## src/uart_rx_map.vh

```
// Register map, field positions, reset values and timing points of the receiver.
// Assumes inclusion by the receiver module and its checker; definitions only.
`ifndef UART_RX_MAP_VH
`define UART_RX_MAP_VH

// ****************************************
// Register addresses (4-bit register port)
// ****************************************
`define ADDR_IRQ_FLAGS 4'h0
`define ADDR_IRQ_ENABLES 4'h1
`define ADDR_IRQ_PRIORITY 4'h2
`define ADDR_RX_STATUS 4'h3
`define ADDR_RX_DATA 4'h4
`define ADDR_TX_STATUS 4'h5
`define ADDR_BAUD_CTRL 4'h6
`define ADDR_BAUD_DIV_HI 4'h7
`define ADDR_BAUD_DIV_LO 4'h8

// ****************************************
// Field positions
// ****************************************
`define BIT_RX_IRQ 5
`define BIT_SERIAL_PORT_ENABLE 7
`define BIT_NINE_BIT_RECEIVE_ENABLE 6
`define BIT_CONTINUOUS_RECEIVE_ENABLE 4
`define BIT_ADDRESS_DETECT_ENABLE 3
`define BIT_FRAMING_ERROR_FLAG 2
`define BIT_OVERRUN_ERROR_FLAG 1
`define BIT_RECEIVED_NINTH_BIT 0
`define BIT_CLOCKED_MODE 4
`define BIT_HIGH_SPEED_BAUD_SELECT 2
`define BIT_SHIFTER_EMPTY 1
`define BIT_RECEIVER_IDLE 6
`define BIT_WIDE_BAUD_COUNTER_SELECT 3
`define BIT_WAKE_ON_BREAK_ENABLE 1

// ****************************************
// Reset values
// ****************************************
`define RST_BYTE 8'h00
`define RST_DIV 16'h0000
`define RST_CTL5 5'h00

// ****************************************
// Oversampling points within one bit (16 ticks)
// ****************************************
`define SUB_VOTE_FIRST 4'h7
`define SUB_VOTE_LAST 4'h9
`define SUB_BIT_END 4'hF
`define PRESCALE_LAST 2'h3
`define LAST_BIT_8 4'h7
`define LAST_BIT_9 4'h8

`endif

```

## src/async_uart_receiver_wake.v

```verilog
// Asynchronous serial receiver with nine-bit address filtering and wake on break edge.
// Assumes register-port signals and the receive line are synchronous to clk.
`timescale 1ns/1ps
`include "uart_rx_map.vh"

module async_uart_receiver_wake (
  input wire clk,
  input wire reset,
  input wire [3:0] regAddr,
  input wire [7:0] regWrData,
  input wire regWrite,
  input wire regRead,
  output reg [7:0] regRdData,
  input wire receiveLine,
  input wire sleepMode,
  output wire rxIrqHigh,
  output wire rxIrqLow
);

  localparam [2:0] ST_IDLE = 3'h0;
  localparam [2:0] ST_START = 3'h1;
  localparam [2:0] ST_DATA = 3'h2;
  localparam [2:0] ST_STOP = 3'h3;
  localparam [2:0] ST_WAKE = 3'h4;

  // ****************************************
  // Software-visible storage
  // ****************************************
  reg [7:0] irqEnables_ff;
  reg [7:0] irqPriority_ff;
  reg [7:3] rxCtl_ff;
  reg [7:0] txStatus_ff;
  reg [7:0] baudCtl_ff;
  reg [7:0] divHi_ff;
  reg [7:0] divLo_ff;
  reg [7:0] rxData_ff;
  reg ninthBit_ff;
  reg framingErr_ff;
  reg overrunErr_ff;
  reg bufFull_ff;
  reg wakeFlag_ff;

  // ****************************************
  // Receiver engine state
  // ****************************************
  reg [2:0] state_ff;
  reg [2:0] nxt_state;
  reg [15:0] divCnt_ff;
  reg [1:0] preCnt_ff;
  reg [3:0] subCnt_ff;
  reg [3:0] bitCnt_ff;
  reg [1:0] votes_ff;
  reg [8:0] shift_ff;
  reg lineLast_ff;
  reg wakeArmed_ff;

  wire serialPortEnable = rxCtl_ff[`BIT_SERIAL_PORT_ENABLE];
  wire nineBitReceiveEnable = rxCtl_ff[`BIT_NINE_BIT_RECEIVE_ENABLE];
  wire continuousReceiveEnable = rxCtl_ff[`BIT_CONTINUOUS_RECEIVE_ENABLE];
  wire addressDetectEnable = rxCtl_ff[`BIT_ADDRESS_DETECT_ENABLE];
  wire wakeOnBreakEnable = baudCtl_ff[`BIT_WAKE_ON_BREAK_ENABLE];
  wire wideBaudCounterSelect = baudCtl_ff[`BIT_WIDE_BAUD_COUNTER_SELECT];
  wire highSpeedBaudSelect = txStatus_ff[`BIT_HIGH_SPEED_BAUD_SELECT];
  wire asyncMode = serialPortEnable & ~txStatus_ff[`BIT_CLOCKED_MODE];
  // Overrun stalls reception until software clears the enable
  wire rxRun = asyncMode & continuousReceiveEnable & ~wakeOnBreakEnable & ~sleepMode &
               ~overrunErr_ff;
  wire wakeMode = asyncMode & wakeOnBreakEnable;
  wire rxIrqFlag = bufFull_ff | wakeFlag_ff;

  wire wrSel = regWrite;
  wire rdBuf = regRead & (regAddr == `ADDR_RX_DATA);
  wire wrRxCtl = wrSel & (regAddr == `ADDR_RX_STATUS);
  wire wrBaud = wrSel & (regAddr == `ADDR_BAUD_CTRL);

  // ****************************************
  // Baud generator: one tick per sixteenth of a bit
  // ****************************************
  wire [15:0] divisor = wideBaudCounterSelect ? {divHi_ff, divLo_ff} : {8'h00, divLo_ff};
  // The slow setting divides by four more, since it is a x64 bit clock
  wire slowMode = ~wideBaudCounterSelect & ~highSpeedBaudSelect;
  wire divWrap = (divCnt_ff == divisor);
  wire tick = rxRun & divWrap & (~slowMode | (preCnt_ff == `PRESCALE_LAST));

  always @(posedge clk) begin
    if (reset) begin
      divCnt_ff <= `RST_DIV;
      preCnt_ff <= 2'h0;
    end else if (!rxRun) begin
      divCnt_ff <= `RST_DIV;
      preCnt_ff <= 2'h0;
    end else if (divWrap) begin
      divCnt_ff <= `RST_DIV;
      preCnt_ff <= preCnt_ff + 2'h1;
    end else begin
      divCnt_ff <= divCnt_ff + 16'h0001;
    end
  end

  // ****************************************
  // Majority vote over samples 7, 8 and 9
  // ****************************************
  wire voteNow = tick & (subCnt_ff == `SUB_VOTE_LAST);
  wire voted = (votes_ff[1] & votes_ff[0]) | (votes_ff[1] & receiveLine) |
               (votes_ff[0] & receiveLine);
  wire bitEnd = tick & (subCnt_ff == `SUB_BIT_END);
  wire [3:0] lastBit = nineBitReceiveEnable ? `LAST_BIT_9 : `LAST_BIT_8;

  always @(posedge clk) begin
    if (reset) begin
      votes_ff <= 2'h0;
    end else if (tick && subCnt_ff >= `SUB_VOTE_FIRST && subCnt_ff < `SUB_VOTE_LAST) begin
      votes_ff <= {votes_ff[0], receiveLine};
    end
  end

  // ****************************************
  // Character framing
  // ****************************************
  always @* begin
    nxt_state = state_ff;
    case (state_ff)
      ST_IDLE: begin
        if (wakeMode) begin
          nxt_state = ST_WAKE;
        end else if (rxRun && !receiveLine) begin
          nxt_state = ST_START;
        end
      end
      ST_START: begin
        if (voteNow && voted) begin
          nxt_state = ST_IDLE; // Glitch, not a start bit
        end else if (bitEnd) begin
          nxt_state = ST_DATA;
        end
      end
      ST_DATA: begin
        if (bitEnd && bitCnt_ff == lastBit) begin
          nxt_state = ST_STOP;
        end
      end
      ST_STOP: begin
        // Return at mid stop bit so the next start edge is not missed
        if (voteNow) begin
          nxt_state = ST_IDLE;
        end
      end
      ST_WAKE: begin
        if (!wakeMode) begin
          nxt_state = ST_IDLE;
        end
      end
      default: begin
        nxt_state = ST_IDLE;
      end
    endcase
    if (!rxRun && !wakeMode) begin
      nxt_state = ST_IDLE;
    end
  end

  always @(posedge clk) begin
    if (reset) begin
      state_ff <= ST_IDLE;
      subCnt_ff <= 4'h0;
      bitCnt_ff <= 4'h0;
      shift_ff <= 9'h000;
    end else begin
      state_ff <= nxt_state;
      if (state_ff == ST_IDLE) begin
        subCnt_ff <= 4'h0;
        bitCnt_ff <= 4'h0;
      end else if (tick) begin
        subCnt_ff <= subCnt_ff + 4'h1;
        if (bitEnd && state_ff == ST_DATA) begin
          bitCnt_ff <= bitCnt_ff + 4'h1;
        end
      end
      if (voteNow && state_ff == ST_DATA) begin
        // Bits enter at the top and move down: first bit ends at bit 0
        if (nineBitReceiveEnable) begin
          shift_ff <= {voted, shift_ff[8:1]};
        end else begin
          shift_ff <= {1'b0, voted, shift_ff[7:1]};
        end
      end
    end
  end

  // ****************************************
  // Completion, filtering and error flags
  // ****************************************
  wire charDone = voteNow & (state_ff == ST_STOP);
  wire ninthNow = nineBitReceiveEnable & shift_ff[8];
  wire filtered = addressDetectEnable & nineBitReceiveEnable & ~shift_ff[8];
  wire accept = charDone & ~filtered;
  wire overrun = accept & bufFull_ff & ~rdBuf;
  wire load = accept & ~overrun;

  always @(posedge clk) begin
    if (reset) begin
      rxData_ff <= `RST_BYTE;
      ninthBit_ff <= 1'b0;
      framingErr_ff <= 1'b0;
      overrunErr_ff <= 1'b0;
      bufFull_ff <= 1'b0;
    end else begin
      if (load) begin
        rxData_ff <= shift_ff[7:0];
        ninthBit_ff <= ninthNow;
        framingErr_ff <= ~voted;
      end else if (!continuousReceiveEnable) begin
        framingErr_ff <= 1'b0;
      end
      if (overrun) begin
        overrunErr_ff <= 1'b1;
      end else if (!continuousReceiveEnable) begin
        overrunErr_ff <= 1'b0;
      end
      // A load in the cycle of a read keeps the buffer full
      if (load) begin
        bufFull_ff <= 1'b1;
      end else if (rdBuf) begin
        bufFull_ff <= 1'b0;
      end
    end
  end

  // ****************************************
  // Wake on break edge
  // ****************************************
  wire fallEdge = lineLast_ff & ~receiveLine;
  wire riseEdge = ~lineLast_ff & receiveLine;
  // Arming keeps later falling edges of the break from counting as new wake-ups
  wire wakeEvent = wakeMode & ~wakeArmed_ff & fallEdge;
  wire wakeDone = wakeMode & wakeArmed_ff & riseEdge;

  // Edge sensing uses clk, which keeps running in sleep; reception does not
  always @(posedge clk) begin
    if (reset) begin
      lineLast_ff <= 1'b1;
      wakeArmed_ff <= 1'b0;
      wakeFlag_ff <= 1'b0;
    end else begin
      lineLast_ff <= receiveLine;
      if (wakeEvent) begin
        wakeArmed_ff <= 1'b1;
      end else if (wakeDone || !wakeMode) begin
        wakeArmed_ff <= 1'b0;
      end
      if (wakeEvent) begin
        wakeFlag_ff <= 1'b1;
      end else if (rdBuf) begin
        wakeFlag_ff <= 1'b0;
      end
    end
  end

  // ****************************************
  // Register writes
  // ****************************************
  always @(posedge clk) begin
    if (reset) begin
      irqEnables_ff <= `RST_BYTE;
      irqPriority_ff <= `RST_BYTE;
      rxCtl_ff <= `RST_CTL5;
      txStatus_ff <= `RST_BYTE;
      baudCtl_ff <= `RST_BYTE;
      divHi_ff <= `RST_BYTE;
      divLo_ff <= `RST_BYTE;
    end else begin
      if (wrSel && regAddr == `ADDR_IRQ_ENABLES) begin
        irqEnables_ff <= regWrData;
      end
      if (wrSel && regAddr == `ADDR_IRQ_PRIORITY) begin
        irqPriority_ff <= regWrData;
      end
      if (wrRxCtl) begin
        rxCtl_ff <= regWrData[7:3];
      end
      if (wrSel && regAddr == `ADDR_TX_STATUS) begin
        txStatus_ff <= regWrData;
      end
      // A software write wins over the hardware clear in the same cycle
      if (wrBaud) begin
        baudCtl_ff <= regWrData;
      end else if (wakeDone) begin
        baudCtl_ff[`BIT_WAKE_ON_BREAK_ENABLE] <= 1'b0;
      end
      if (wrSel && regAddr == `ADDR_BAUD_DIV_HI) begin
        divHi_ff <= regWrData;
      end
      if (wrSel && regAddr == `ADDR_BAUD_DIV_LO) begin
        divLo_ff <= regWrData;
      end
    end
  end

  // ****************************************
  // Register reads, data in the next cycle
  // ****************************************
  reg [7:0] rdMux;
  always @* begin
    rdMux = `RST_BYTE;
    case (regAddr)
      `ADDR_IRQ_FLAGS: rdMux[`BIT_RX_IRQ] = rxIrqFlag;
      `ADDR_IRQ_ENABLES: rdMux = irqEnables_ff;
      `ADDR_IRQ_PRIORITY: rdMux = irqPriority_ff;
      `ADDR_RX_STATUS: begin
        rdMux = {rxCtl_ff, framingErr_ff, overrunErr_ff, ninthBit_ff};
      end
      `ADDR_RX_DATA: rdMux = rxData_ff;
      `ADDR_TX_STATUS: begin
        rdMux = txStatus_ff;
        // No transmitter here, so the shifter always reads empty
        rdMux[`BIT_SHIFTER_EMPTY] = 1'b1;
      end
      `ADDR_BAUD_CTRL: begin
        rdMux = baudCtl_ff;
        // Idle is live state; the stored copy of that bit is never shown
        rdMux[`BIT_RECEIVER_IDLE] = (state_ff == ST_IDLE) | (state_ff == ST_WAKE);
      end
      `ADDR_BAUD_DIV_HI: rdMux = divHi_ff;
      `ADDR_BAUD_DIV_LO: rdMux = divLo_ff;
      default: rdMux = `RST_BYTE;
    endcase
  end

  always @(posedge clk) begin
    if (reset) begin
      regRdData <= `RST_BYTE;
    end else if (regRead) begin
      regRdData <= rdMux;
    end else begin
      regRdData <= `RST_BYTE;
    end
  end

  // ****************************************
  // Interrupt request steering
  // ****************************************
  wire rxReq = rxIrqFlag & irqEnables_ff[`BIT_RX_IRQ];
  assign rxIrqHigh = rxReq & irqPriority_ff[`BIT_RX_IRQ];
  assign rxIrqLow = rxReq & ~irqPriority_ff[`BIT_RX_IRQ];

endmodule

```

## config.mk

```make
export PLATFORM = sky130hd
export DESIGN_NAME = async_uart_receiver_wake
export DESIGN_NICKNAME = d
export VERILOG_FILES = /design/src/async_uart_receiver_wake.v
export VERILOG_INCLUDE_DIRS = /design/src /design/src/src
export SDC_FILE = /design/constraint.sdc
export NUM_CORES = 1
export LEC_CHECK = 0
export ABC_CLOCK_PERIOD_IN_PS = 2900
export BUFFER_PORTS_ARGS = -buffer_cell sky130_fd_sc_hd__buf_2
export CORE_ASPECT_RATIO = 1.4
export CORE_MARGIN = 2
export CORE_UTILIZATION = 55
export DETAILED_ROUTE_END_ITERATION = 12
export PLACE_DENSITY = 0.73
export SLEW_MARGIN = 20
export SYNTH_ARGS = -nofsm -noshare
export SYNTH_HDL_FRONTEND = slang
export SYNTH_SLANG_ARGS = --single-unit
```

## constraint.sdc

```tcl
create_clock -name clk -period 2.9 [get_ports clk]
set_input_delay 0.29 -clock clk [delete_from_list [all_inputs] [get_ports clk]]
set_output_delay 0.29 -clock clk [all_outputs]
set_load 0.1 [all_outputs]
```

Yosys cells after proc, flatten, opt, wreduce, memory -nomap -nowiden
Index checks and enable logic that the tools add are counted.
{ "totals": {"in_bits": 18, "out_inout_bits": 10, "regBits": 116} }
{ "op_classes": {"reduce_logical": 30, "eq_ne": 24, "n_mux": 24, "order_cmp": 2, "add_sub_neg": 4, "bitwise_logic": 57} }
{ "ops": {"columns": ["cell", "n"], "rows": [
  ["$pmux W5 S8", 1],
  ["$and A1 B1 Y1", 34],
  ["$mux W3", 7],
  ["$not A1 Y1", 18],
  ["$add A16 B1 Y16 const B", 1],
  ["$eq A16 B16 Y1", 1],
  ["$eq A4 B3 Y1 const B", 4],
  ["$mux W16", 1],
  ["$pmux W2 S8", 1],
  ["$pmux W3 S5", 1],
  ["$logic_and A1 B1 Y1", 13],
  ["$eq A4 B4 Y1 const B", 3],
  ["$mux W1", 10],
  ["$mux W9", 1],
  ["$pmux W1 S9", 1],
  ["$add A4 B1 Y4 const B", 2],
  ["$eq A4 B2 Y1 const B", 2],
  ["$reduce_bool A2 Y1", 4],
  ["$reduce_or A2 Y1", 4],
  ["$eq A3 B2 Y1 const B", 2],
  ["$ne A2 B2 Y1 const B", 3],
  ["$ne A3 B3 Y1 const B", 2],
  ["$or A1 B1 Y1", 5],
  ["$reduce_and A5 Y1", 1],
  ["16 further kinds", 19]
]} }

Depth between registers and ports, before layout
Gate-level depths: netlist of run 1.
{ "logic_depth": {"word_depth": 16, "ltp_mapped": 9, "ltp_nobuf": 8} }

Worst setup path after synthesis of run 1
OpenSTA, ideal clock, no wires.
{ "synth_path": {"kind": "register to output", "start": "reg wakeFlag_ff", "end": "out rxIrqLow", "arrival_time_ps": 2562, "n_path_buf": 0, "path_stages_with_launch": 3, "setup_slack_ps": 48, "cell_sequence": "dfxtp_1 > nor2_1 > nor3b_1"} }
{ "synth_between": {"elab_chain_len": 3} }
{ "synth_rtl": {"columns": ["item", "line", "rtl"], "rows": [
  ["from (decl)", "async_uart_receiver_wake.v:41", "reg wakeFlag_ff;"],
  ["from (signal assigned)", "async_uart_receiver_wake.v:243", "wakeFlag_ff <= 1'b0;"],
  ["from (signal assigned)", "async_uart_receiver_wake.v:252", "wakeFlag_ff <= 1'b1;"],
  ["from (signal assigned)", "async_uart_receiver_wake.v:254", "wakeFlag_ff <= 1'b0;"],
  ["$or A1 B1 Y1", "async_uart_receiver_wake.v:69", "wire rxIrqFlag = bufFull_ff | wakeFlag_ff;"],
  ["$and A1 B1 Y1", "async_uart_receiver_wake.v:342", "wire rxReq = rxIrqFlag & irqEnables_ff[`BIT_RX_IRQ];"],
  ["$and A1 B1 Y1", "async_uart_receiver_wake.v:344", "assign rxIrqLow = rxReq & ~irqPriority_ff[`BIT_RX_IRQ];"],
  ["to (decl)", "async_uart_receiver_wake.v:17", "output wire rxIrqLow"]
]} }
No other way between the ends.

Worst setup path after layout of run 1
{ "layout_path": {"start": "reg baudCtl_ff[3]", "end": "reg shift_ff[2]"} }
{ "layout_between": {"elab_chain_len": 7} }
{ "layout_rtl": {"columns": ["item", "line", "rtl"], "rows": [
  ["from (decl)", "async_uart_receiver_wake.v:33", "reg [7:0] baudCtl_ff;"],
  ["from (signal assigned)", "async_uart_receiver_wake.v:268", "baudCtl_ff <= `RST_BYTE;"],
  ["from (signal assigned)", "async_uart_receiver_wake.v:286", "baudCtl_ff <= regWrData;"],
  ["parallel branches: the longest is 4 deep, another holds $mux W16", null, null],
  ["$and A1 B1 Y1 *", "async_uart_receiver_wake.v:83", "wire tick = rxRun & divWrap & (~slowMode | (preCnt_ff == `PRESCALE_LAST));"],
  ["$and A1 B1 Y1 *", "async_uart_receiver_wake.v:103", "wire voteNow = tick & (subCnt_ff == `SUB_VOTE_LAST);"],
  ["$logic_and A1 B1 Y1 *", "async_uart_receiver_wake.v:179", "if (voteNow && state_ff == ST_DATA) begin"],
  ["to (signal assigned)", "async_uart_receiver_wake.v:182", "shift_ff <= {voted, shift_ff[8:1]};"],
  ["to (signal assigned)", "async_uart_receiver_wake.v:184", "shift_ff <= {1'b0, voted, shift_ff[7:1]};"],
  ["to (decl)", "async_uart_receiver_wake.v:53", "reg [8:0] shift_ff;"]
]} }
Mark *: on every way between the ends.
A chain may end at the register's enable or synchronous reset.

==> results of run 1 <==
layout make-up:
cell class              count  area share
clock inverters             6     0.00937
clock buffers              23      0.0778
inverters                  10     0.00611
multi-input cells         464       0.478
flip-flops and latches    114       0.371
well taps                 132      0.0269
repair buffers             34      0.0305
flip-flops by register name, summed over array words and instances (netlist names), 2 cells and up:
| name | flops |
|---|---|
| bitCnt_ff | 4 |
| baudCtl_ff | 7 |
| rxData_ff | 8 |
| rxCtl_ff | 5 |
| state_ff | 3 |
| divCnt_ff | 16 |
| txStatus_ff | 7 |
| preCnt_ff | 2 |
| divHi_ff | 8 |
| shift_ff | 9 |
| irqPriority_ff | 8 |
| divLo_ff | 8 |
| regRdData | 8 |
| subCnt_ff | 4 |
| votes_ff | 2 |
| irqEnables_ff | 8 |
kinds of logic after synthesis:
kind of cell	Yosys count	share of synthesized area
compound gates	92	0.111
simple gates	268	0.242
mux	63	0.119
flops	114	0.422
xor+xnor	33	0.0534
fa+ha+maj	8	0.0176
buf+inv	44	0.0354
per-stage QoR:
| step | power [mW] | util | hold WS [ns] |
|---|---|---|---|
| 6_report | 3.65 | 0.646 | 0.203 |
| 5_1_grt | 3.75 | 0.646 | 0.210 |
| 4_1_cts | 3.65 | 0.646 | 0.191 |
| 2_1_floorplan | 1.71 | - | 0.397 |
| 3_3_place_gp | 1.76 | 0.590 | 0.453 |
| 3_5_place_dp | 1.77 | 0.590 | 0.467 |
synth_stat cells (all sizes together), types with 10 or more instances:
cell / n
dfxtp: 114
nor2: 108
mux2i: 55
nand2: 46
nand3: 45
a21oi: 37
xnor2: 23
clkbuf: 20
buf: 14
nor3: 14
o21ai: 14
a22oi: 11
inv: 10
nand4: 10
nor2b: 10
xor2: 10
layout by cell type (no fill, tap or decap), types with 3 or more instances in the layout:
cell / synthesis / routed
nor2b_1: 10 / 10
nand2b_1: 3 / 3
and2_1: 3 / 3
buf_2: 6 / 27
a22o_1: 4 / 4
nor2_1: 107 / 107
xnor2_1: 23 / 23
nand3_1: 45 / 45
clkbuf_1: 20 / 3
nor3_2: 4 / 4
nand4_1: 9 / 9
mux2i_1: 55 / 55
and4bb_2: 3 / 3
nor3_1: 10 / 10
a32oi_1: 3 / 3
nand3b_1: 4 / 4
o31ai_1: 3 / 3
inv_1: 10 / 10
ha_1: 6 / 6
clkinv_2: 0 / 4
a22oi_1: 11 / 11
nor3b_1: 4 / 4
and3_1: 7 / 7
clkbuf_8: 0 / 3
a21oi_1: 37 / 37
clkbuf_16: 0 / 17
xor2_1: 10 / 10
buf_4: 1 / 7
a221oi_1: 6 / 6
mux2_2: 7 / 7
or2_2: 4 / 4
o21ai_0: 13 / 13
dfxtp_1: 114 / 114
nand2_1: 46 / 46
worst reg2reg max path: cells and delay by family (launching register included):
kind	cells	cell delay [ns]
AND/OR/NAND/NOR	4	0.81
flip-flops	1	0.56
buffers and inverters	1	0.23
AO/OA/AOI/OAI	2	0.35
multiplexers	1	0.22
power breakdown:
part	switching, mW	internal (mW)	leakage (nW)
Clock	0.686	1.22	0.265
Sequential	0.00944	1.58	0.919
Combinational	0.106	0.0426	1.07
worst max-delay path by stage:
stage	start	end	slack (ns)
final	baudCtl_ff[3]	shift_ff[2]	0.58
after detailed placement	baudCtl_ff[3]	shift_ff[2]	0.61
after CTS	baudCtl_ff[3]	shift_ff[2]	0.58
after global routing	baudCtl_ff[3]	shift_ff[8]	0.36
after floorplan	wakeFlag_ff	rxIrqLow	0.05
after global placement	baudCtl_ff[3]	framingErr_ff	0.72
layer usage:
metal,share of wire,wire length [um],vias to the layer above
li1,-,-,2226
met1,0.42,5690,2177
met2,0.51,6910,128
met3,0.045,615,34
met4,0.033,448,0
met5,0,0,-
==> results.py, run 1 <==
metrics = {
    "run_status": {
        "status": "complete, no violations",
    },
    "synth": {
        "synth.avg_cell_area_um2": 8.70,
        "synthesis.nets": 646,
        "yosysWarnings": 0,
        "ys_seq_elements": 114,
        "synth_edf_count": 0,
        "synthCells": 622,
        "synthTopCellsByArea": "dfxtp_1, mux2i_1, nor2_1, nand3_1, xnor2_1",
        "yosysUniqueCellTypes": 54,
        "ys_async_sr_fraction": 0,
        "synth_seq_area_share": 0.422,
        "yosys.area.top_type": "dfxtp_1",
        "synth_area_um2": 5410,
        "ys.flop_type": "dfxtp_1",
        "synth_top_area_frac": 0.422,
    },
    "placement": {
        "dpl_cell_area_um2": 5610,
        "hpwl_um": 9570,
        "gp_congestion": 0.922,
        "dp.cells": 754,
        "place.port_buffers": 27,
        "pre_cts_slack_ns": 0.613,
    },
    "setup_path": {
        "worst-setup-path-type": "reg2reg",
        "critPathRequiredTime_ns": 3.16,
        "slowest_stage": "dfxtp_1",
        "crit_chain": "and4bb_2, a22oi_1, a211oi_2, nand4_2, nor3_2, buf_4, mux2i_1, nor2_1",
        "reg2reg_to": "shift_ff[2]",
        "reg2regPathDepth": 8,
        "cp-start-kind": "register",
        "cp.arrival_ns": 2.58,
        "crit_cells": 8,
        "r2r_start": "baudCtl_ff[3]",
        "crit_fanout": 15,
        "reg2reg_slack_ns": 0.58,
        "critical_path.top_delay_family": "simple AND/OR/NAND/NOR gates",
        "critical_path_buf_inv_count": 1,
        "critPathCaptureType": "register",
        "max_stage_delay_ns": 0.56,
    },
    "min_path": {
        "hold-path-cell-count": 2,
        "min_from": "receiveLine",
        "hp-class": "in2reg",
        "whs_endpoint": "lineLast_ff",
    },
    "clocking": {
        "cts-root-buf": "clkbuf_16",
        "cts_made_buffers": 17,
        "postCtsSetupBuffers": 0,
        "cts_tree": "built",
        "clkLatencyLatePin_ns": 0.41,
        "clk_pin_slew_ns": 0.05,
        "clock_path_buffers": 2,
        "clkSinkCount": 114,
        "hold_buffers": 0,
        "cts-resized-gates": 0,
        "htree_levels": 4,
    },
    "floorplan": {
        "dieArea_um2": 10700,
        "die_y_um": 121,
        "dieWidth_um": 87.8,
        "rows": 42,
        "core_um2": 9510,
        "start_util": 0.569,
        "pin_count": 28,
    },
    "cells_and_area": {
        "seq_area_um2": 2280,
        "multi_input_area_um2": 2940,
        "fin_nets": 665,
        "fillers": 830,
        "design_area_um2": 6140,
        "diodes": 0,
        "area.growth.synth_to_final_pct": 13.6,
        "layout-drive-gt1-share": 0.132,
        "layoutNonFillerInstCount": 783,
    },
    "routing": {
        "drc": 0,
        "ant_nets": 0,
        "drt_iter0_drc": 327,
        "wl_um": 13700,
        "wire_per_inst_um": 17.5,
        "vias": 4565,
        "via_per_inst": 5.83,
        "first_pass_iters": 5,
    },
    "timing": {
        "tightest_slew_ns": 0.755,
        "finalSetupViolCount": 0,
        "max_freq_ghz": 0.432,
        "setup_slack_ns": 0.584,
        "drv_slew": 0,
        "slew_headroom": 0.497,
        "hold_violations": 0,
        "clock_skew_ns": 0.0110,
        "finalCritPeriodShare": 0.799,
        "final.setup.tns_ns": 0,
        "rsz0062_at_grt": "no",
        "period_needed_ns": 2.32,
    },
    "pwr": {
        "leakagePower_nw": 2.25,
        "ir_drop_v": 0.000475,
        "p_per_area_nw_per_um2": 593,
    },
    "grt": {
        "grt_pass1_vias": 4562,
        "grt_pass1_wl_um": 22500,
        "grt_remaining_overflow": 0,
        "grt_max_degree": 46,
        "use_met1": 0.338,
        "grt_use_total": 0.277,
        "busiest_layer": "met2",
        "antenna_found_initial": 0,
        "grt_use_met3": 0.0694,
        "use_met2": 0.454,
    },
    "flow_run": {
        "cap_violations": 0,
    },
}
Note: power is estimated with default switching activity, not from simulation.
==> run 2, diff against run 1 <==
--- a/config.mk
+++ b/config.mk
@@ -6,7 +6,7 @@
 export SDC_FILE = /design/constraint.sdc
 export NUM_CORES = 1
 export LEC_CHECK = 0
-export ABC_CLOCK_PERIOD_IN_PS = 2900
+export ABC_CLOCK_PERIOD_IN_PS = 2200
 export BUFFER_PORTS_ARGS = -buffer_cell sky130_fd_sc_hd__buf_2
 export CORE_ASPECT_RATIO = 1.4
 export CORE_MARGIN = 2
==> constraint.sdc (replaced) <==
create_clock -name clk -period 2.2 [get_ports clk]
set_input_delay 0.22 -clock clk [delete_from_list [all_inputs] [get_ports clk]]
set_output_delay 0.22 -clock clk [all_outputs]
set_load 0.1 [all_outputs]
==> run 2 against run 1 <==
Sequential share of layout area is 2.2 points lower. Routed wire length is 4.4% higher. Clock power grew 61%. Count of clock-buffer cells in the layout up 1. Register-to-register slack worse by 0.53 ns. Utilization rose by 4.1 points. Critical path type unchanged. Non-clock buffer count increased by 27.
==> results.py, run 2 (synthesis gave the netlist of run 1 again) <==
metrics = {
    "floorplan": {
        "pin_count": 28,
        "start_util": 0.569,
        "dieWidth_um": 87.8,
        "die_y_um": 121,
        "core_um2": 9510,
        "dieArea_um2": 10700,
        "rows": 42,
    },
    "clocking": {
        "clkLatencyLatePin_ns": 0.41,
        "clkSinkCount": 114,
        "clock_path_buffers": 2,
        "clk_pin_slew_ns": 0.05,
        "htree_levels": 4,
        "cts-root-buf": "clkbuf_16",
        "cts_tree": "built",
        "cts_made_buffers": 17,
        "hold_buffers": 0,
    },
    "routing": {
        "drc": 0,
        "wire_per_inst_um": 17.6,
        "first_pass_iters": 6,
        "ant_nets": 0,
        "wl_um": 14300,
        "vias": 4736,
        "via_per_inst": 5.83,
        "drt_iter0_drc": 351,
    },
    "grt": {
        "grt_use_total": 0.284,
        "grt_max_degree": 34,
        "grt_remaining_overflow": 0,
        "grt_pass1_wl_um": 22900,
        "grt_pass1_vias": 4628,
        "antenna_found_initial": 0,
    },
    "cells_and_area": {
        "diodes": 0,
        "layout-drive-gt1-share": 0.178,
        "post-route-util": 0.687,
        "mostFrequentLayoutCells": "dfxtp_1, nor2_1, mux2i_1, nand2_1, nand3_1",
        "final_common_cell": "dfxtp_1",
        "design_area_um2": 6530,
        "fin_nets": 692,
        "largest_register": "divCnt_ff",
        "area.growth.synth_to_final_pct": 20.7,
        "reg_top3": "divCnt_ff x16, shift_ff x9",
        "largest_reg_flops": 16,
    },
    "setup_path": {
        "max_stage_delay_ns": 0.35,
        "worst-setup-path-type": "reg2reg",
        "reg2regPathDepth": 9,
        "path_common_cell": "buf_4",
        "critPathRequiredTime_ns": 2.49,
        "crit_fanout": 5,
        "reg2reg_to": "state_ff[0]",
        "reg2reg_slack_ns": 0.05,
        "critPathCaptureType": "register",
        "slowest_stage": "dfxtp_1",
        "cp-start-kind": "register",
        "cp.arrival_ns": 2.44,
        "crit_chain": "and4bb_2, a22oi_1, a211oi_2, buf_4, buf_4, nand3_2, o31ai_1, nand3_1, mux2i_1",
        "r2r_start": "divCnt_ff[8]",
        "critical_path.top_delay_family": "simple AND/OR/NAND/NOR gates",
        "critical_path_buf_inv_count": 2,
    },
    "min_path": {
        "hold-path-cell-count": 2,
        "whs_endpoint": "lineLast_ff",
        "min_from": "receiveLine",
        "hp-class": "in2reg",
    },
    "placement": {
        "hpwl_um": 10100,
        "dpl_cell_area_um2": 5800,
        "gp_congestion": 0.888,
        "place.port_buffers": 27,
    },
    "timing": {
        "hold_violations": 0,
        "finalSetupViolCount": 0,
        "drv_slew": 0,
        "clock_skew_ns": 0.00794,
        "period_needed_ns": 2.15,
        "finalCritPeriodShare": 0.976,
        "max_freq_ghz": 0.466,
        "slew_headroom": 0.546,
        "tightest_slew_ns": 0.672,
    },
    "pwr": {
        "p_per_area_nw_per_um2": 826,
        "ir_drop_v": 0.000544,
        "leakagePower_nw": 2.48,
    },
    "flow_run": {
        "cap_violations": 0,
    },
    "run_status": {
        "status": "complete, no violations",
    },
}
## run 2: cell types whose count changed in the layout (fill, tap and decap cells not counted), moves of 2 or more
cell       delta
clkbuf_8      +2
buf_4        +25
clkinv_2      -3
bufinv_16     +4
## run 2: worst register-to-register path, delay by kind of cell, from the launching register on
family,cells,cell delay (ns)
buffers and inverters,2,0.28
AOI/OAI and AO/OA,3,0.63
muxes,1,0.14
and+or+nand+nor,3,0.63
DFF,1,0.35
## run 2: routing by layer
layer | vias up | share of wire | GRT usage
li1 | 2276 | - | -
met1 | 2247 | 0.39 | 0.323
met2 | 169 | 0.51 | 0.479
met3 | 44 | 0.055 | 0.0673
met4 | 0 | 0.046 | 0.156
met5 | - | 0 | 0
## run 2: where the power goes
group | total (mW) | internal (mW) | switching [mW] | leakage (nW)
Sequential | 2.09 | 2.08 | 0.0116 | 0.920
Clock | 3.08 | 2.16 | 0.922 | 0.327
Combinational | 0.220 | 0.0702 | 0.150 | 1.24
## run 2: area by class of cell
class | count | area [um2]
multi-input cells | 464 | 2970
fillers | 768 | 2980
well taps | 132 | 165
repair buffers | 61 | 407
inverters | 10 | 37.5
flip-flops and latches | 114 | 2280
clock inverters | 8 | 171
clock buffers | 24 | 502
## run 2: how the worst max path moves through the flow
| stage | startpoint | to | slack [ns] | cells past startpoint |
|---|---|---|---|---|
| 2_1_floorplan | divCnt_ff[5] | framingErr_ff | 0.29 | 8 |
| 3_3_place_gp | baudCtl_ff[3] | shift_ff[0] | 0.13 | 8 |
| 3_5_place_dp | baudCtl_ff[3] | shift_ff[8] | -0.003 | 8 |
| 4_1_cts | baudCtl_ff[3] | shift_ff[8] | 0.02 | 8 |
| 5_1_grt | divCnt_ff[11] | shift_ff[0] | -0.03 | 8 |
| 6_report | divCnt_ff[8] | state_ff[0] | 0.05 | 9 |
## run 2: through the flow
step                setup TNS, ns  hold WS [ns]  power (mW)  setup WS, ns  std cells
floorplan                       0         0.327        2.26         0.288        622
global placement                0         0.458        2.34         0.134        777
detailed placement       -0.00258         0.459        2.34      -0.00258        777
CTS                             0         0.142        5.41        0.0164        809
global route               -0.168         0.144        5.55       -0.0328        813
finish                          0         0.148        5.39        0.0530        813
## run 2: repair_timing
| action | in CTS | in global routing |
|---|---|---|
| setup endpoints to repair | 1 | 25 |
| endpoints found under the hold margin | 0 | 0 |
| pin swaps | 1 | 3 |
| setup buffers | 0 | 3 |
| gates cloned | 0 | 1 |
| gates resized for setup | 0 | 7 |
==> run 3, diff against run 2 <==
--- a/config.mk
+++ b/config.mk
@@ -6,12 +6,13 @@
 export SDC_FILE = /design/constraint.sdc
 export NUM_CORES = 1
 export LEC_CHECK = 0
-export ABC_CLOCK_PERIOD_IN_PS = 2200
+export ABC_CLOCK_PERIOD_IN_PS = 2500
 export BUFFER_PORTS_ARGS = -buffer_cell sky130_fd_sc_hd__buf_2
 export CORE_ASPECT_RATIO = 1.4
 export CORE_MARGIN = 2
 export CORE_UTILIZATION = 55
 export DETAILED_ROUTE_END_ITERATION = 12
+export MAX_ROUTING_LAYER = met4
 export PLACE_DENSITY = 0.73
 export SLEW_MARGIN = 20
 export SYNTH_ARGS = -nofsm -noshare
==> constraint.sdc (replaced) <==
create_clock -name clk -period 2.5 [get_ports clk]
set_input_delay 0.25 -clock clk [delete_from_list [all_inputs] [get_ports clk]]
set_output_delay 0.25 -clock clk [all_outputs]
set_load 0.1 [all_outputs]
==> run 3 against run 2 <==
Clock skew decreased by 0.0020 ns. Register-to-register slack improved by 0.19 ns. Combinational power is 19% lower. Worst hold slack improved by 0.013 ns. Via count down 2.0%. Sequential power down 12%. Routed wire length shrank 0.68%. Maximum frequency decreased by 4.9%. Critical path type unchanged. Largest power group unchanged.
==> results.py, run 3 (synthesis gave the netlist of run 1 again) <==
metrics = {
    "routing": {
        "vias": 4642,
        "first_pass_iters": 5,
        "wire_per_inst_um": 18.0,
        "drt_iter0_drc": 379,
        "ant_nets": 0,
        "via_per_inst": 5.88,
        "drc": 0,
        "wl_um": 14200,
    },
    "pwr": {
        "design_power_total_mw": 4.19,
        "p_per_area_nw_per_um2": 678,
        "p_clk_frac": 0.518,
        "p_seq_frac": 0.440,
        "leakagePower_nw": 2.26,
        "p_int_mw": 3.15,
        "power.switching_mw": 1.04,
        "p_sw_frac": 0.248,
        "combPwrFrac": 0.043,
        "ir_drop_v": 0.000543,
    },
    "floorplan": {
        "die_y_um": 121,
        "rows": 42,
        "core_um2": 9510,
        "pin_count": 28,
        "dieWidth_um": 87.8,
        "dieArea_um2": 10700,
        "start_util": 0.569,
    },
    "grt": {
        "antenna_found_initial": 0,
        "grt_pass1_wl_um": 22600,
        "grt_remaining_overflow": 0,
        "grt_max_degree": 53,
        "grt_use_total": 0.286,
        "grt_pass1_vias": 4413,
        "grt_use_met3": 0.0619,
        "use_met2": 0.472,
        "busiest_layer": "met2",
        "use_met1": 0.332,
    },
    "cells_and_area": {
        "final_common_cell": "dfxtp_1",
        "layout-drive-gt1-share": 0.148,
        "reg_top3": "divCnt_ff x16, shift_ff x9",
        "diodes": 0,
        "fin_nets": 668,
        "largest_register": "divCnt_ff",
        "mostFrequentLayoutCells": "dfxtp_1, nor2_1, mux2i_1, nand2_1, nand3_1",
        "area.growth.synth_to_final_pct": 14.2,
        "post-route-util": 0.649,
        "largest_reg_flops": 16,
        "fillers": 774,
    },
    "clocking": {
        "cts_made_buffers": 17,
        "clkLatencyLatePin_ns": 0.41,
        "cts-root-buf": "clkbuf_16",
        "hold_buffers": 0,
        "clock_path_buffers": 2,
        "clkSinkCount": 114,
        "postCtsSetupBuffers": 0,
        "htree_levels": 4,
        "clk_pin_slew_ns": 0.06,
        "cts_tree": "built",
    },
    "placement": {
        "hpwl_um": 9890,
        "place.port_buffers": 27,
        "gp_congestion": 0.929,
        "pre_cts_slack_ns": 0.120,
    },
    "setup_path": {
        "cp-start-kind": "register",
        "critPathRequiredTime_ns": 2.85,
        "cp.arrival_ns": 2.61,
        "critPathCaptureType": "register",
        "slowest_stage": "dfxtp_1",
        "r2r_start": "divCnt_ff[2]",
        "worst-setup-path-type": "reg2reg",
        "max_stage_delay_ns": 0.45,
        "crit_chain": "xnor2_1, nand4_1, a211oi_2, nand4_2, nor2_4, mux2_4, nor2_1",
        "reg2reg_slack_ns": 0.24,
        "crit_fanout": 10,
        "reg2reg_to": "framingErr_ff",
        "reg2regPathDepth": 7,
    },
    "min_path": {
        "min_from": "receiveLine",
        "hp-class": "in2reg",
        "whs_endpoint": "lineLast_ff",
        "hold-path-cell-count": 2,
    },
    "timing": {
        "period_needed_ns": 2.26,
        "finalCritPeriodShare": 0.903,
        "slew_headroom": 0.556,
        "hold_violations": 0,
        "final.setup.tns_ns": 0,
        "tightest_slew_ns": 0.657,
        "clock_skew_ns": 0.00598,
        "rsz0062_at_grt": "no",
        "finalSetupViolCount": 0,
        "max_freq_ghz": 0.443,
        "drv_slew": 0,
        "setup_slack_ns": 0.241,
    },
    "run_status": {
        "status": "complete, no violations",
    },
    "flow_run": {
        "cap_violations": 0,
    },
}
==> run 3: changes by cell type in the layout (fill, tap and decap cells not counted), sizes merged <==
cell / before / now
clkbuf: 24 / 17
buf: 61 / 37
bufinv: 5 / 0
clkinv: 2 / 9
clkinvlp: 1 / 5
inv: 10 / 11
==> run 3: layout make-up <==
class                   instances  area, um2  area share
multi-input cells             464       2940       0.476
flip-flops and latches        114       2280       0.370
clock buffers                  17        425      0.0689
repair buffers                 37        210      0.0340
well taps                     132        165      0.0267
clock inverters                15        114      0.0184
inverters                      10       37.5     0.00608
==> run 3: layer usage <==
layer	wire length (um)	vias to the layer above	share of wire
li1	-	2226	-
met1	5780	2205	0.41
met2	7170	169	0.51
met3	731	42	0.052
met4	484	0	0.034
met5	0	-	0
==> run 3: worst max-delay path by stage <==
stage | start | end | slack (ns) | cells after the start
4_1_cts | baudCtl_ff[3] | framingErr_ff | 0.10 | 7
2_1_floorplan | divCnt_ff[5] | framingErr_ff | 0.59 | 8
5_1_grt | rxCtl_ff[7] | shift_ff[5] | 0.08 | 8
3_3_place_gp | baudCtl_ff[3] | framingErr_ff | 0.23 | 7
3_5_place_dp | baudCtl_ff[3] | shift_ff[2] | 0.12 | 8
6_report | divCnt_ff[2] | framingErr_ff | 0.24 | 7
==> run 3: power groups by stage <==
stage	registers [mW]	clock network, mW	logic (mW)
2_1_floorplan	1.88	0	0.106
6_report	1.84	2.17	0.178
3_5_place_dp	1.88	0	0.173
4_1_cts	1.84	2.18	0.175
5_1_grt	1.84	2.28	0.191
3_3_place_gp	1.88	0	0.170
==> run 3: through the flow <==
step                      cell area (um2)  hold WS (ns)  std cells
after floorplan                      5410         0.357        622
after global placement               5640         0.456        757
after detailed placement             5640         0.460        757
after CTS                            6170         0.161        789
after global routing                 6180         0.180        789
final                                6180         0.161        789
==> run 3: repair_timing <==
item | CTS | global route
endpoints found under the setup margin | 0 | 12
resized for setup | 0 | 1
hold endpoints to repair | 0 | 0
==> run 3: critical path: cells and delay by family, from the launching register on <==
family / cells / cell delay [ns]
AO/OA/AOI/OAI: 1 / 0.31
XOR/XNOR: 1 / 0.15
flip-flops: 1 / 0.45
multiplexers: 1 / 0.33
AND/OR/NAND/NOR: 4 / 0.95
